**config.mk**
```make
export PLATFORM = sky130hd
export DESIGN_NAME = ambient_light_zone_comparator
export DESIGN_NICKNAME = d
export VERILOG_FILES = /design/src/ambient_light_zone_pkg.sv /design/src/level_comparator.sv /design/src/ambient_light_zone_comparator.sv
export VERILOG_INCLUDE_DIRS = /design/src
export SDC_FILE = /design/constraint.sdc
export NUM_CORES = 1
export LEC_CHECK = 0
export BUFFER_PORTS_ARGS = -buffer_cell sky130_fd_sc_hd__buf_2
export CAP_MARGIN = 10
export CORE_ASPECT_RATIO = 1.2
export CORE_UTILIZATION = 55
export CTS_CLUSTER_DIAMETER = 40
export DETAILED_ROUTE_END_ITERATION = 8
export PLACE_DENSITY = 0.89
export SYNTH_ARGS = -nofsm -noshare
export SYNTH_HDL_FRONTEND = slang
export SYNTH_SLANG_ARGS = --single-unit
```
**constraint.sdc**
```tcl
create_clock -name clk -period 7.2 [get_ports clk]
set_input_delay 2.16 -clock clk [delete_from_list [all_inputs] [get_ports clk]]
set_output_delay 2.16 -clock clk [all_outputs]
set_load 0.05 [all_outputs]
```
**src/ambient_light_zone_params.svh**
```systemverilog
// Register map, reset values and field positions of the ambient light zone comparator.
// Behaviour
// - Status bits 3 to 0 show the live Level 5, Level 4, Level 3 and Level 2 comparator outputs.
// - A sensor code below the Level 2 threshold trips that comparator and selects the bright zone.
// - A sensor code above Level 2 threshold plus hysteresis selects the daylight zone.
// - A sensor code below the Level 3 threshold trips that comparator and selects the office zone.
// - The Level 2 threshold is an 8-bit code of 4.3 uA steps, code 250 being 1080 uA.
// - The Level 2 hysteresis is an 8-bit code of 4.3 uA steps, all ones being 1106 uA.
// - The Level 3 threshold is an 8-bit code of 2.16 uA steps, all ones being 550.8 uA.
// - Status bits 7 to 4 are reserved and read as zero.
// - Each level comparator and its automatic zone change run only while its enable bit is one.
`ifndef AMBIENT_LIGHT_ZONE_PARAMS_SVH
`define AMBIENT_LIGHT_ZONE_PARAMS_SVH

`define ALZ_CODE_W            8
`define ALZ_OFF_STATUS        8'h31
`define ALZ_OFF_BRIGHT_TRIP   8'h32
`define ALZ_OFF_BRIGHT_HYST   8'h33
`define ALZ_OFF_OFFICE_TRIP   8'h34
`define ALZ_RST_BRIGHT_TRIP   8'h00
`define ALZ_RST_BRIGHT_HYST   8'h00
`define ALZ_RST_OFFICE_TRIP   8'h00
`define ALZ_STAT_BRIGHT_BIT   0
`define ALZ_STAT_OFFICE_BIT   1
`define ALZ_STAT_INDOOR_BIT   2
`define ALZ_STAT_DARK_BIT     3
`define ALZ_STAT_RSVD         4'h0

`endif

```
**src/ambient_light_zone_pkg.sv**
```systemverilog
// Types shared by the ambient light zone comparator.
package ambient_light_zone_pkg;
  typedef enum logic [1:0] {
    ZONE_DAYLIGHT,
    ZONE_BRIGHT,
    ZONE_OFFICE
  } zone_e;
endpackage

```
**src/level_comparator.sv**
```systemverilog
// One hysteretic threshold comparator working in sensor code units.
`timescale 1ns/1ps
module level_comparator #(
  parameter int CODE_W = 8
) (
  input  wire logic              clk,
  input  wire logic              rst,
  input  wire logic              enable,
  input  wire logic              sampleValid,
  input  wire logic [CODE_W-1:0] sensorCode,
  input  wire logic [CODE_W-1:0] threshold,
  input  wire logic [CODE_W-1:0] hysteresis,
  output logic                   tripped
);
  logic [CODE_W:0] releaseLevel;
  logic            next_tripped;

  always_comb begin
    // One extra bit keeps a large threshold plus hysteresis from wrapping to a low value.
    releaseLevel = {1'b0, threshold} + {1'b0, hysteresis};
    next_tripped = tripped;
    if (!enable) begin
      next_tripped = 1'b0;
    end else if (sampleValid) begin
      if (sensorCode < threshold) begin
        next_tripped = 1'b1;
      end else if ({1'b0, sensorCode} > releaseLevel) begin
        next_tripped = 1'b0;
      end
    end
  end

  always_ff @(posedge clk) begin
    if (rst) begin
      tripped <= 1'b0;
    end else begin
      tripped <= next_tripped;
    end
  end

  a_band_holds: assert property (@(posedge clk) disable iff (rst)
    enable && $past(enable) && sampleValid && sensorCode >= threshold
      && {1'b0, sensorCode} <= releaseLevel |=> $stable(tripped))
    else $error("comparator changed inside the hysteresis band");

  a_below_trips: assert property (@(posedge clk) disable iff (rst)
    enable && sampleValid && sensorCode < threshold |=> tripped)
    else $error("comparator did not trip below threshold");
endmodule // level_comparator

```
**src/ambient_light_zone_comparator.sv**
```systemverilog
// Second-sensor zone comparator: threshold registers, status register and zone select.
`timescale 1ns/1ps
`include "ambient_light_zone_params.svh"
module ambient_light_zone_comparator #(
  parameter int CODE_W = `ALZ_CODE_W
) (
  input  wire logic              clk,
  input  wire logic              rst,
  input  wire logic              regWrite,
  input  wire logic              regRead,
  input  wire logic [7:0]        regAddr,
  input  wire logic [7:0]        regWriteData,
  output logic      [7:0]        regReadData,
  input  wire logic              sampleValid,
  input  wire logic [CODE_W-1:0] sensorCode,
  input  wire logic [3:0]        levelEnable,
  input  wire logic [CODE_W-1:0] officeZoneHysteresis,
  input  wire logic              indoorCompareIn,
  input  wire logic              darkCompareIn,
  output logic                   sensor_b_bright_compare_out,
  output logic                   sensor_b_office_compare_out,
  output logic                   sensor_b_indoor_compare_out,
  output logic                   sensor_b_dark_compare_out,
  output ambient_light_zone_pkg::zone_e zone
);
  // Threshold and hysteresis codes are stored raw; the uA scaling is analog-side only.
  logic [CODE_W-1:0] bright_zone_trip_threshold;
  logic [CODE_W-1:0] bright_zone_hysteresis;
  logic [CODE_W-1:0] office_zone_trip_threshold;
  logic [CODE_W-1:0] next_brightTrip;
  logic [CODE_W-1:0] next_brightHyst;
  logic [CODE_W-1:0] next_officeTrip;
  logic [7:0]        next_regReadData;
  logic [7:0]        statusWord;
  logic              brightTripped;
  logic              officeTripped;
  logic              next_indoor;
  logic              next_dark;
  ambient_light_zone_pkg::zone_e next_zone;

  level_comparator #(.CODE_W(CODE_W)) u_bright (
    .clk         (clk),
    .rst         (rst),
    .enable      (levelEnable[0]),
    .sampleValid (sampleValid),
    .sensorCode  (sensorCode),
    .threshold   (bright_zone_trip_threshold),
    .hysteresis  (bright_zone_hysteresis),
    .tripped     (brightTripped)
  );

  level_comparator #(.CODE_W(CODE_W)) u_office (
    .clk         (clk),
    .rst         (rst),
    .enable      (levelEnable[1]),
    .sampleValid (sampleValid),
    .sensorCode  (sensorCode),
    .threshold   (office_zone_trip_threshold),
    .hysteresis  (officeZoneHysteresis),
    .tripped     (officeTripped)
  );

  // Register writes. Codes above 250 or sums above 250 are accepted as written; keeping them
  // legal is left to host software, so no clamp hides a programming error.
  always_comb begin
    next_brightTrip = bright_zone_trip_threshold;
    next_brightHyst = bright_zone_hysteresis;
    next_officeTrip = office_zone_trip_threshold;
    if (regWrite) begin
      case (regAddr)
        `ALZ_OFF_BRIGHT_TRIP: next_brightTrip = regWriteData[CODE_W-1:0];
        `ALZ_OFF_BRIGHT_HYST: next_brightHyst = regWriteData[CODE_W-1:0];
        `ALZ_OFF_OFFICE_TRIP: next_officeTrip = regWriteData[CODE_W-1:0];
        default: begin
        end
      endcase
    end
  end

  always_ff @(posedge clk) begin
    if (rst) begin
      bright_zone_trip_threshold <= `ALZ_RST_BRIGHT_TRIP;
      bright_zone_hysteresis     <= `ALZ_RST_BRIGHT_HYST;
      office_zone_trip_threshold <= `ALZ_RST_OFFICE_TRIP;
    end else begin
      bright_zone_trip_threshold <= next_brightTrip;
      bright_zone_hysteresis     <= next_brightHyst;
      office_zone_trip_threshold <= next_officeTrip;
    end
  end

  // Status word and read data; unmapped or read-only-missing offsets read as zero.
  always_comb begin
    statusWord = {`ALZ_STAT_RSVD, sensor_b_dark_compare_out, sensor_b_indoor_compare_out,
                  sensor_b_office_compare_out, sensor_b_bright_compare_out};
    next_regReadData = regReadData;
    if (regRead) begin
      case (regAddr)
        `ALZ_OFF_STATUS:      next_regReadData = statusWord;
        `ALZ_OFF_BRIGHT_TRIP: next_regReadData = bright_zone_trip_threshold;
        `ALZ_OFF_BRIGHT_HYST: next_regReadData = bright_zone_hysteresis;
        `ALZ_OFF_OFFICE_TRIP: next_regReadData = office_zone_trip_threshold;
        default:              next_regReadData = 8'h00;
      endcase
    end
  end

  // Zone select: office outranks bright, and a disabled Level 2 leaves only the automatic change to office.
  always_comb begin
    next_indoor = indoorCompareIn & levelEnable[2];
    next_dark   = darkCompareIn & levelEnable[3];
    next_zone   = zone;
    if (levelEnable[1] && officeTripped) begin
      next_zone = ambient_light_zone_pkg::ZONE_OFFICE;
    end else if (levelEnable[0]) begin
      if (brightTripped) begin
        next_zone = ambient_light_zone_pkg::ZONE_BRIGHT;
      end else begin
        next_zone = ambient_light_zone_pkg::ZONE_DAYLIGHT;
      end
    end
  end

  always_ff @(posedge clk) begin
    if (rst) begin
      regReadData                 <= 8'h00;
      sensor_b_bright_compare_out <= 1'b0;
      sensor_b_office_compare_out <= 1'b0;
      sensor_b_indoor_compare_out <= 1'b0;
      sensor_b_dark_compare_out   <= 1'b0;
      zone                        <= ambient_light_zone_pkg::ZONE_DAYLIGHT;
    end else begin
      regReadData                 <= next_regReadData;
      sensor_b_bright_compare_out <= brightTripped;
      sensor_b_office_compare_out <= officeTripped;
      sensor_b_indoor_compare_out <= next_indoor;
      sensor_b_dark_compare_out   <= next_dark;
      zone                        <= next_zone;
    end
  end

  a_status_reserved: assert property (@(posedge clk) disable iff (rst)
    regRead && regAddr == `ALZ_OFF_STATUS |=> regReadData[7:4] == 4'h0)
    else $error("reserved status bits not zero");

  a_status_live: assert property (@(posedge clk) disable iff (rst)
    regRead && regAddr == `ALZ_OFF_STATUS |=> regReadData[3:0] == {$past(sensor_b_dark_compare_out),
      $past(sensor_b_indoor_compare_out), $past(sensor_b_office_compare_out),
      $past(sensor_b_bright_compare_out)})
    else $error("status read does not match comparator outputs");

  a_office_zone: assert property (@(posedge clk) disable iff (rst)
    levelEnable[1] && officeTripped |=> zone == ambient_light_zone_pkg::ZONE_OFFICE)
    else $error("office zone not selected");

  a_bright_zone: assert property (@(posedge clk) disable iff (rst)
    levelEnable[0] && sampleValid && sensorCode < bright_zone_trip_threshold
      && !(levelEnable[1] && sampleValid && sensorCode < office_zone_trip_threshold)
      ##1 levelEnable[0] && !(levelEnable[1] && officeTripped)
      |=> zone == ambient_light_zone_pkg::ZONE_BRIGHT)
    else $error("bright zone not selected after trip");

  a_daylight_zone: assert property (@(posedge clk) disable iff (rst)
    levelEnable[0] && !brightTripped && !(levelEnable[1] && officeTripped)
      |=> zone == ambient_light_zone_pkg::ZONE_DAYLIGHT)
    else $error("daylight zone not selected");

  a_disabled_hold: assert property (@(posedge clk) disable iff (rst)
    !levelEnable[0] && !levelEnable[1] |=> $stable(zone))
    else $error("zone changed with comparators disabled");

  a_disabled_clear: assert property (@(posedge clk) disable iff (rst)
    !levelEnable[0] ##1 !levelEnable[0] |=> !sensor_b_bright_compare_out)
    else $error("disabled comparator output set");

  // A write lands at the edge that takes it, and the status offset stores nothing.
  a_trip_write: assert property (@(posedge clk) disable iff (rst)
    regWrite && regAddr == `ALZ_OFF_BRIGHT_TRIP
      |=> bright_zone_trip_threshold == $past(regWriteData[CODE_W-1:0]))
    else $error("bright threshold write did not land");

  a_hyst_write: assert property (@(posedge clk) disable iff (rst)
    regWrite && regAddr == `ALZ_OFF_BRIGHT_HYST
      |=> bright_zone_hysteresis == $past(regWriteData[CODE_W-1:0]))
    else $error("bright hysteresis write did not land");

  a_office_write: assert property (@(posedge clk) disable iff (rst)
    regWrite && regAddr == `ALZ_OFF_OFFICE_TRIP
      |=> office_zone_trip_threshold == $past(regWriteData[CODE_W-1:0]))
    else $error("office threshold write did not land");

  a_status_readonly: assert property (@(posedge clk) disable iff (rst)
    regWrite && regAddr == `ALZ_OFF_STATUS |=> $stable(bright_zone_trip_threshold)
      && $stable(bright_zone_hysteresis) && $stable(office_zone_trip_threshold))
    else $error("status write changed a threshold register");

  // The Level 4 and 5 results come from outside; only their gating by the enables is local.
  a_indoor_live: assert property (@(posedge clk) disable iff (rst)
    levelEnable[2] |=> sensor_b_indoor_compare_out == $past(indoorCompareIn))
    else $error("indoor status does not follow its comparator");

  a_dark_live: assert property (@(posedge clk) disable iff (rst)
    levelEnable[3] |=> sensor_b_dark_compare_out == $past(darkCompareIn))
    else $error("dark status does not follow its comparator");

  a_indoor_gated: assert property (@(posedge clk) disable iff (rst)
    !levelEnable[2] |=> !sensor_b_indoor_compare_out)
    else $error("disabled indoor status set");

  a_dark_gated: assert property (@(posedge clk) disable iff (rst)
    !levelEnable[3] |=> !sensor_b_dark_compare_out)
    else $error("disabled dark status set");

  a_office_clear: assert property (@(posedge clk) disable iff (rst)
    !levelEnable[1] ##1 !levelEnable[1] |=> !sensor_b_office_compare_out)
    else $error("disabled office status set");

  a_bright_release: assert property (@(posedge clk) disable iff (rst)
    levelEnable[0] && sampleValid
      && {1'b0, sensorCode} > {1'b0, bright_zone_trip_threshold}
        + {1'b0, bright_zone_hysteresis}
      |=> !brightTripped)
    else $error("bright comparator did not release above the band");

  a_office_release: assert property (@(posedge clk) disable iff (rst)
    levelEnable[1] && sampleValid
      && {1'b0, sensorCode} > {1'b0, office_zone_trip_threshold}
        + {1'b0, officeZoneHysteresis}
      |=> !officeTripped)
    else $error("office comparator did not release above the band");
endmodule // ambient_light_zone_comparator

```
# Word-level counts from Yosys, hierarchy flattened
# Index checks and enable logic that the tools add are counted.
# word_totals
ff_bits	40
inputBits	43
# op_classes
reduce_logical	12
n_lt_le_gt_ge	4
add_sub_neg	2
n_mux	8
eq_ne	4
bitwise_logic	4
# op_table
op	count
== test 8 x 6 -> 1 bit (second input constant)	4
case mux 8 bit (4 select lines)	1
adder 8 x 8 -> 9 bit	2
greater-than comparator 8 x 9 -> 1 bit	2
< comparator 8 bit	2
AND reduction 2 bit	5
nonzero test 2 bit	3
OR reduction 2 bit	3
two-way mux 1 bit	5
two-way mux 2 bit	2
bitwise AND 1 bit	2
NOT 1 bit	2
logical AND 1 bit	1

# Logic depth before layout (Yosys ltp)
# logic_depth
depth_word	4
mapped_depth	14
ltp_nobuf	14

# Cells and area by module
# Synthesis repeated with hierarchy kept, for this count alone.
# hier_totals
hier_cells	330
area_unflattened_um2	3020.4
# by_module_without_submodules
mod	seq_area_each_um2	area_each_um2	cells_per_inst	instances
ambient_light_zone_comparator	760.7	1626.6	160	1
level_comparator	20.0	696.9	85	2

# Worst setup path after synthesis
# OpenSTA, ideal clock, no wires.
# synth_timing
path_kind	in2reg
from	input port officeZoneHysteresis[1]
to	register u_office.tripped
setup_slack_ns	2.663
t_arrival_ns	4.479
n_path_buf	0
stages	11
path_cell_list	ha_1 > a211oi_1 > o21bai_1 > or3_1 > a31oi_1 > xor2_1 > ha_1 > nand2_1 > or4_1 > a311oi_1 > a211o_1
# synth_via
elab_chain_len	4
# synth_lines
item	line	rtl
start, declared	ambient_light_zone_comparator.sv:17	input wire logic [CODE_W-1:0] officeZoneHysteresis,
adder 8 x 8 -> 9 bit	level_comparator.sv:20	releaseLevel = {1'b0, threshold} + {1'b0, hysteresis};
greater-than comparator 8 x 9 -> 1 bit	level_comparator.sv:27	end else if ({1'b0, sensorCode} > releaseLevel) begin
nonzero test 2 bit (no source line)	--	
AND reduction 2 bit (no source line)	--	
end signal, assigned	level_comparator.sv:37	tripped <= next_tripped;
end, declared	level_comparator.sv:13	output logic tripped
# Every way passes these cells.
# A chain may end at the register's enable or synchronous reset.

# Worst setup path after layout
# layout_timing
from	input port officeZoneHysteresis[0]
to	register u_office.tripped
# The elaborated chain is that of the path after synthesis.

==> impl_metrics.tcl <==
set metrics [dict create \
    drc 0 \
    fin_setup_tns_ps 0 \
    coreArea_um2 5045 \
    hold_slack_ps 450.5 \
    syn_inst 330 \
    grt_pass1_vias 2501 \
    required_ps 7450 \
    drt_iter0_drc 157 \
    die_h_um 82.20 \
    port_buffers 56 \
    syn2layout_area_growth_pct 13.92 \
    holdPathStages 2 \
    drt-vias-per-instance 5.937 \
    arrival_ps 4870 \
    hold_path.class "reg2reg" \
    cts_tree "done" \
    synth_ff_type "dfxtp_1" \
    ys_seq_area_share_pct 27.16 \
    critPathLaunchType "primary input" \
    min_from "regReadData[6]$_SDFFE_PP0P_" \
    nFillCells 420 \
    reg2reg_slack_ps 4100 \
    synth_area_per_cell_um2 8.933 \
    synth_area_um2 2948 \
    place_area_um2 3251 \
    p_leak_nw 1.564 \
    ctsRootBufferMaster "clkbuf_8" \
    setup_viol 0 \
    crit_path_max_fanout 3 \
    reg2reg_to "u_office.tripped$_SDFFE_PP0P_" \
    grt_pass1_wl_um 11590 \
    vias 2636 \
    synth_fp_nets 421 \
    worst_pin_slew_ps 758.0 \
    pwr_density_cell_nw_per_um2 141.4 \
    synth_edf_count 0 \
    layout.nets 474 \
    max-vdd-ir-drop_mv 0.1351 \
    r2r.worst_path.cells 14 \
    grt_max_degree 38 \
    slew_viol_final 0 \
    synth.distinct_cells 48 \
    rsz0062_at_grt "no" \
    dp_hpwl_um 5555 \
    die_width_um 68.83 \
    r2r_start "office_zone_trip_threshold[0]$_SDFFE_PP0P_" \
    yosysWarnings 0 \
    postCtsSetupRepairBufs 0 \
    ant_nets 0 \
    fin_skew_ps 1.213 \
    initial_core_util_pct 58.43 \
    slew_headroom_pct 49.36 \
    num_rows 28 \
    gr-total-overflow 0 \
    place_congestion 0.9074 \
    wire_per_inst_um 16.25 \
    io_pins 57 \
    drtPass1Iterations 4 \
    cts_made_buffers 5 \
    fmax_mhz 216.6 \
    hold_end "regReadData[6]$_SDFFE_PP0P_" \
    wl_um 7213 \
    cts_resized 0 \
    clock_path_buffers 2 \
    clk_pin_slew_ps 80 \
    antenna_cells 0 \
    htree_num_levels 2 \
    synthArstFlopShare_pct 0 \
    finalCritPeriodShare_pct 64.12 \
    status "finished clean" \
    end_kind "register" \
    track_usage_pct 27.49 \
    maxCapViolations 0 \
    hold_buffers 0 \
    final_cell_area_um2 3358 \
    finalHoldViolCount 0 \
    cts_sinks 40 \
    critical_path_class "in2reg" \
    die-area_um2 5657 \
    drive_above_1_share_pct 17.45 \
    finalCriticalPeriod_ps 4617 \
    antenna_found_initial 0 \
    insertion_delay_ps 300 \
    synth_seq_cells 40 \
]
==> per-layer routing <==
metal	routed length, um	vias up	track usage, %
li1	-	1299	-
met3	317	18	4.258
met2	3695	77	48.82
met4	217	0	11.43
met5	0	-	0
met1	2983	1242	32.22
==> power breakdown <==
part           leakage [nW]  internal (mW)  switching (mW)
Combinational          1.19         0.0283          0.0387
Sequential            0.323          0.222        0.000919
Clock                0.0552          0.103          0.0816
==> per-stage QoR <==
stage               worst slack (ps)  power [mW]  instances  utilization (%)
finish                          2583      0.4747        444            66.57
global route                    2305      0.4910        444            66.57
CTS                             2612      0.4737        444            66.57
detailed placement              2326      0.2943        436            64.43
global placement                2425      0.2914        436            64.43
floorplan                       2663      0.2684        330                -
==> worst max-delay path by stage <==
stage	startpoint	endpoint	slack (ps)	cells past startpoint
floorplan	officeZoneHysteresis[1]	u_office.tripped$_SDFFE_PP0P_	2660	11
global placement	officeZoneHysteresis[1]	u_office.tripped$_SDFFE_PP0P_	2430	12
detailed placement	officeZoneHysteresis[0]	u_office.tripped$_SDFFE_PP0P_	2330	15
CTS	officeZoneHysteresis[0]	u_office.tripped$_SDFFE_PP0P_	2610	15
global route	officeZoneHysteresis[0]	u_office.tripped$_SDFFE_PP0P_	2310	15
finish	officeZoneHysteresis[0]	u_office.tripped$_SDFFE_PP0P_	2580	15
==> cells in the final DEF, fill, tap and decap left out, types with 8 or more instances in the layout <==
master / n
buf_2: 56
ha_1: 46
dfxtp_1: 40
nor2_1: 34
mux2i_1: 29
inv_1: 22
o21ai_0: 21
nand2_1: 19
a21oi_1: 13
nor2b_1: 8
a22oi_1: 8
==> worst max-delay path, cell delays in order <==
cell and delay [ps]:
buf_2 100, ha_1 210, inv_1 80, fa_1 200
nor2b_1 70, o31a_1 240, o21ai_0 250, nand2_1 110
xnor2_1 140, ha_1 310, a211o_1 300, a211oi_1 220
o21ai_0 150, a311oi_1 230, a211o_1 120
==> cell families (layout without fill, tap and decap cells) <==
kind of cell	count (synthesis)	in the layout	synth area share [%]
adders and majority gates	48	48	20.88
DFF	40	40	27.16
muxes	29	29	9.847
AOI/OAI and AO/OA	81	81	18.12
buffers and inverters	32	86	4.584
xor gates and xnor gates	11	11	3.268
and+or+nand+nor	89	89	16.13
==> cell type report <==
cell class	count	area [um^2]	area share [%]
Multi-Input combinational cell	258	2012	59.91
Sequential cell	40	800.8	23.85
Timing Repair Buffer	56	280.3	8.346
Inverter	22	82.58	2.459
Tap cell	60	75.07	2.235
Clock buffer	6	72.57	2.161
Clock inverter	2	35.03	1.043
==> cells in the mapped netlist (5+ instances only) <==
library cell | number | area (um^2)
dfxtp_1 | 40 | 800.8
inv_1 | 22 | 82.58
clkbuf_1 | 5 | 18.77
a211oi_1 | 5 | 37.54
ha_1 | 46 | 575.6
a21o_1 | 5 | 37.54
nand2_1 | 19 | 71.32
xor2_1 | 7 | 61.31
o21ai_0 | 21 | 105.1
a21oi_1 | 13 | 65.06
nor2_1 | 34 | 127.6
mux2i_1 | 29 | 290.3
nor2b_1 | 8 | 50.05
nand2b_1 | 5 | 31.28
o21a_1 | 5 | 37.54
a22oi_1 | 8 | 60.06
==> sequential cells by signal (all words and copies together), names as in the netlist <==
signal,cells
sensor_b_indoor_compare_out,1
office_zone_trip_threshold,8
regReadData,8
u_bright.tripped,1
sensor_b_office_compare_out,1
sensor_b_dark_compare_out,1
zone,2
u_office.tripped,1
bright_zone_hysteresis,8
sensor_b_bright_compare_out,1
bright_zone_trip_threshold,8
Note: power is estimated with default switching activity, not from simulation.
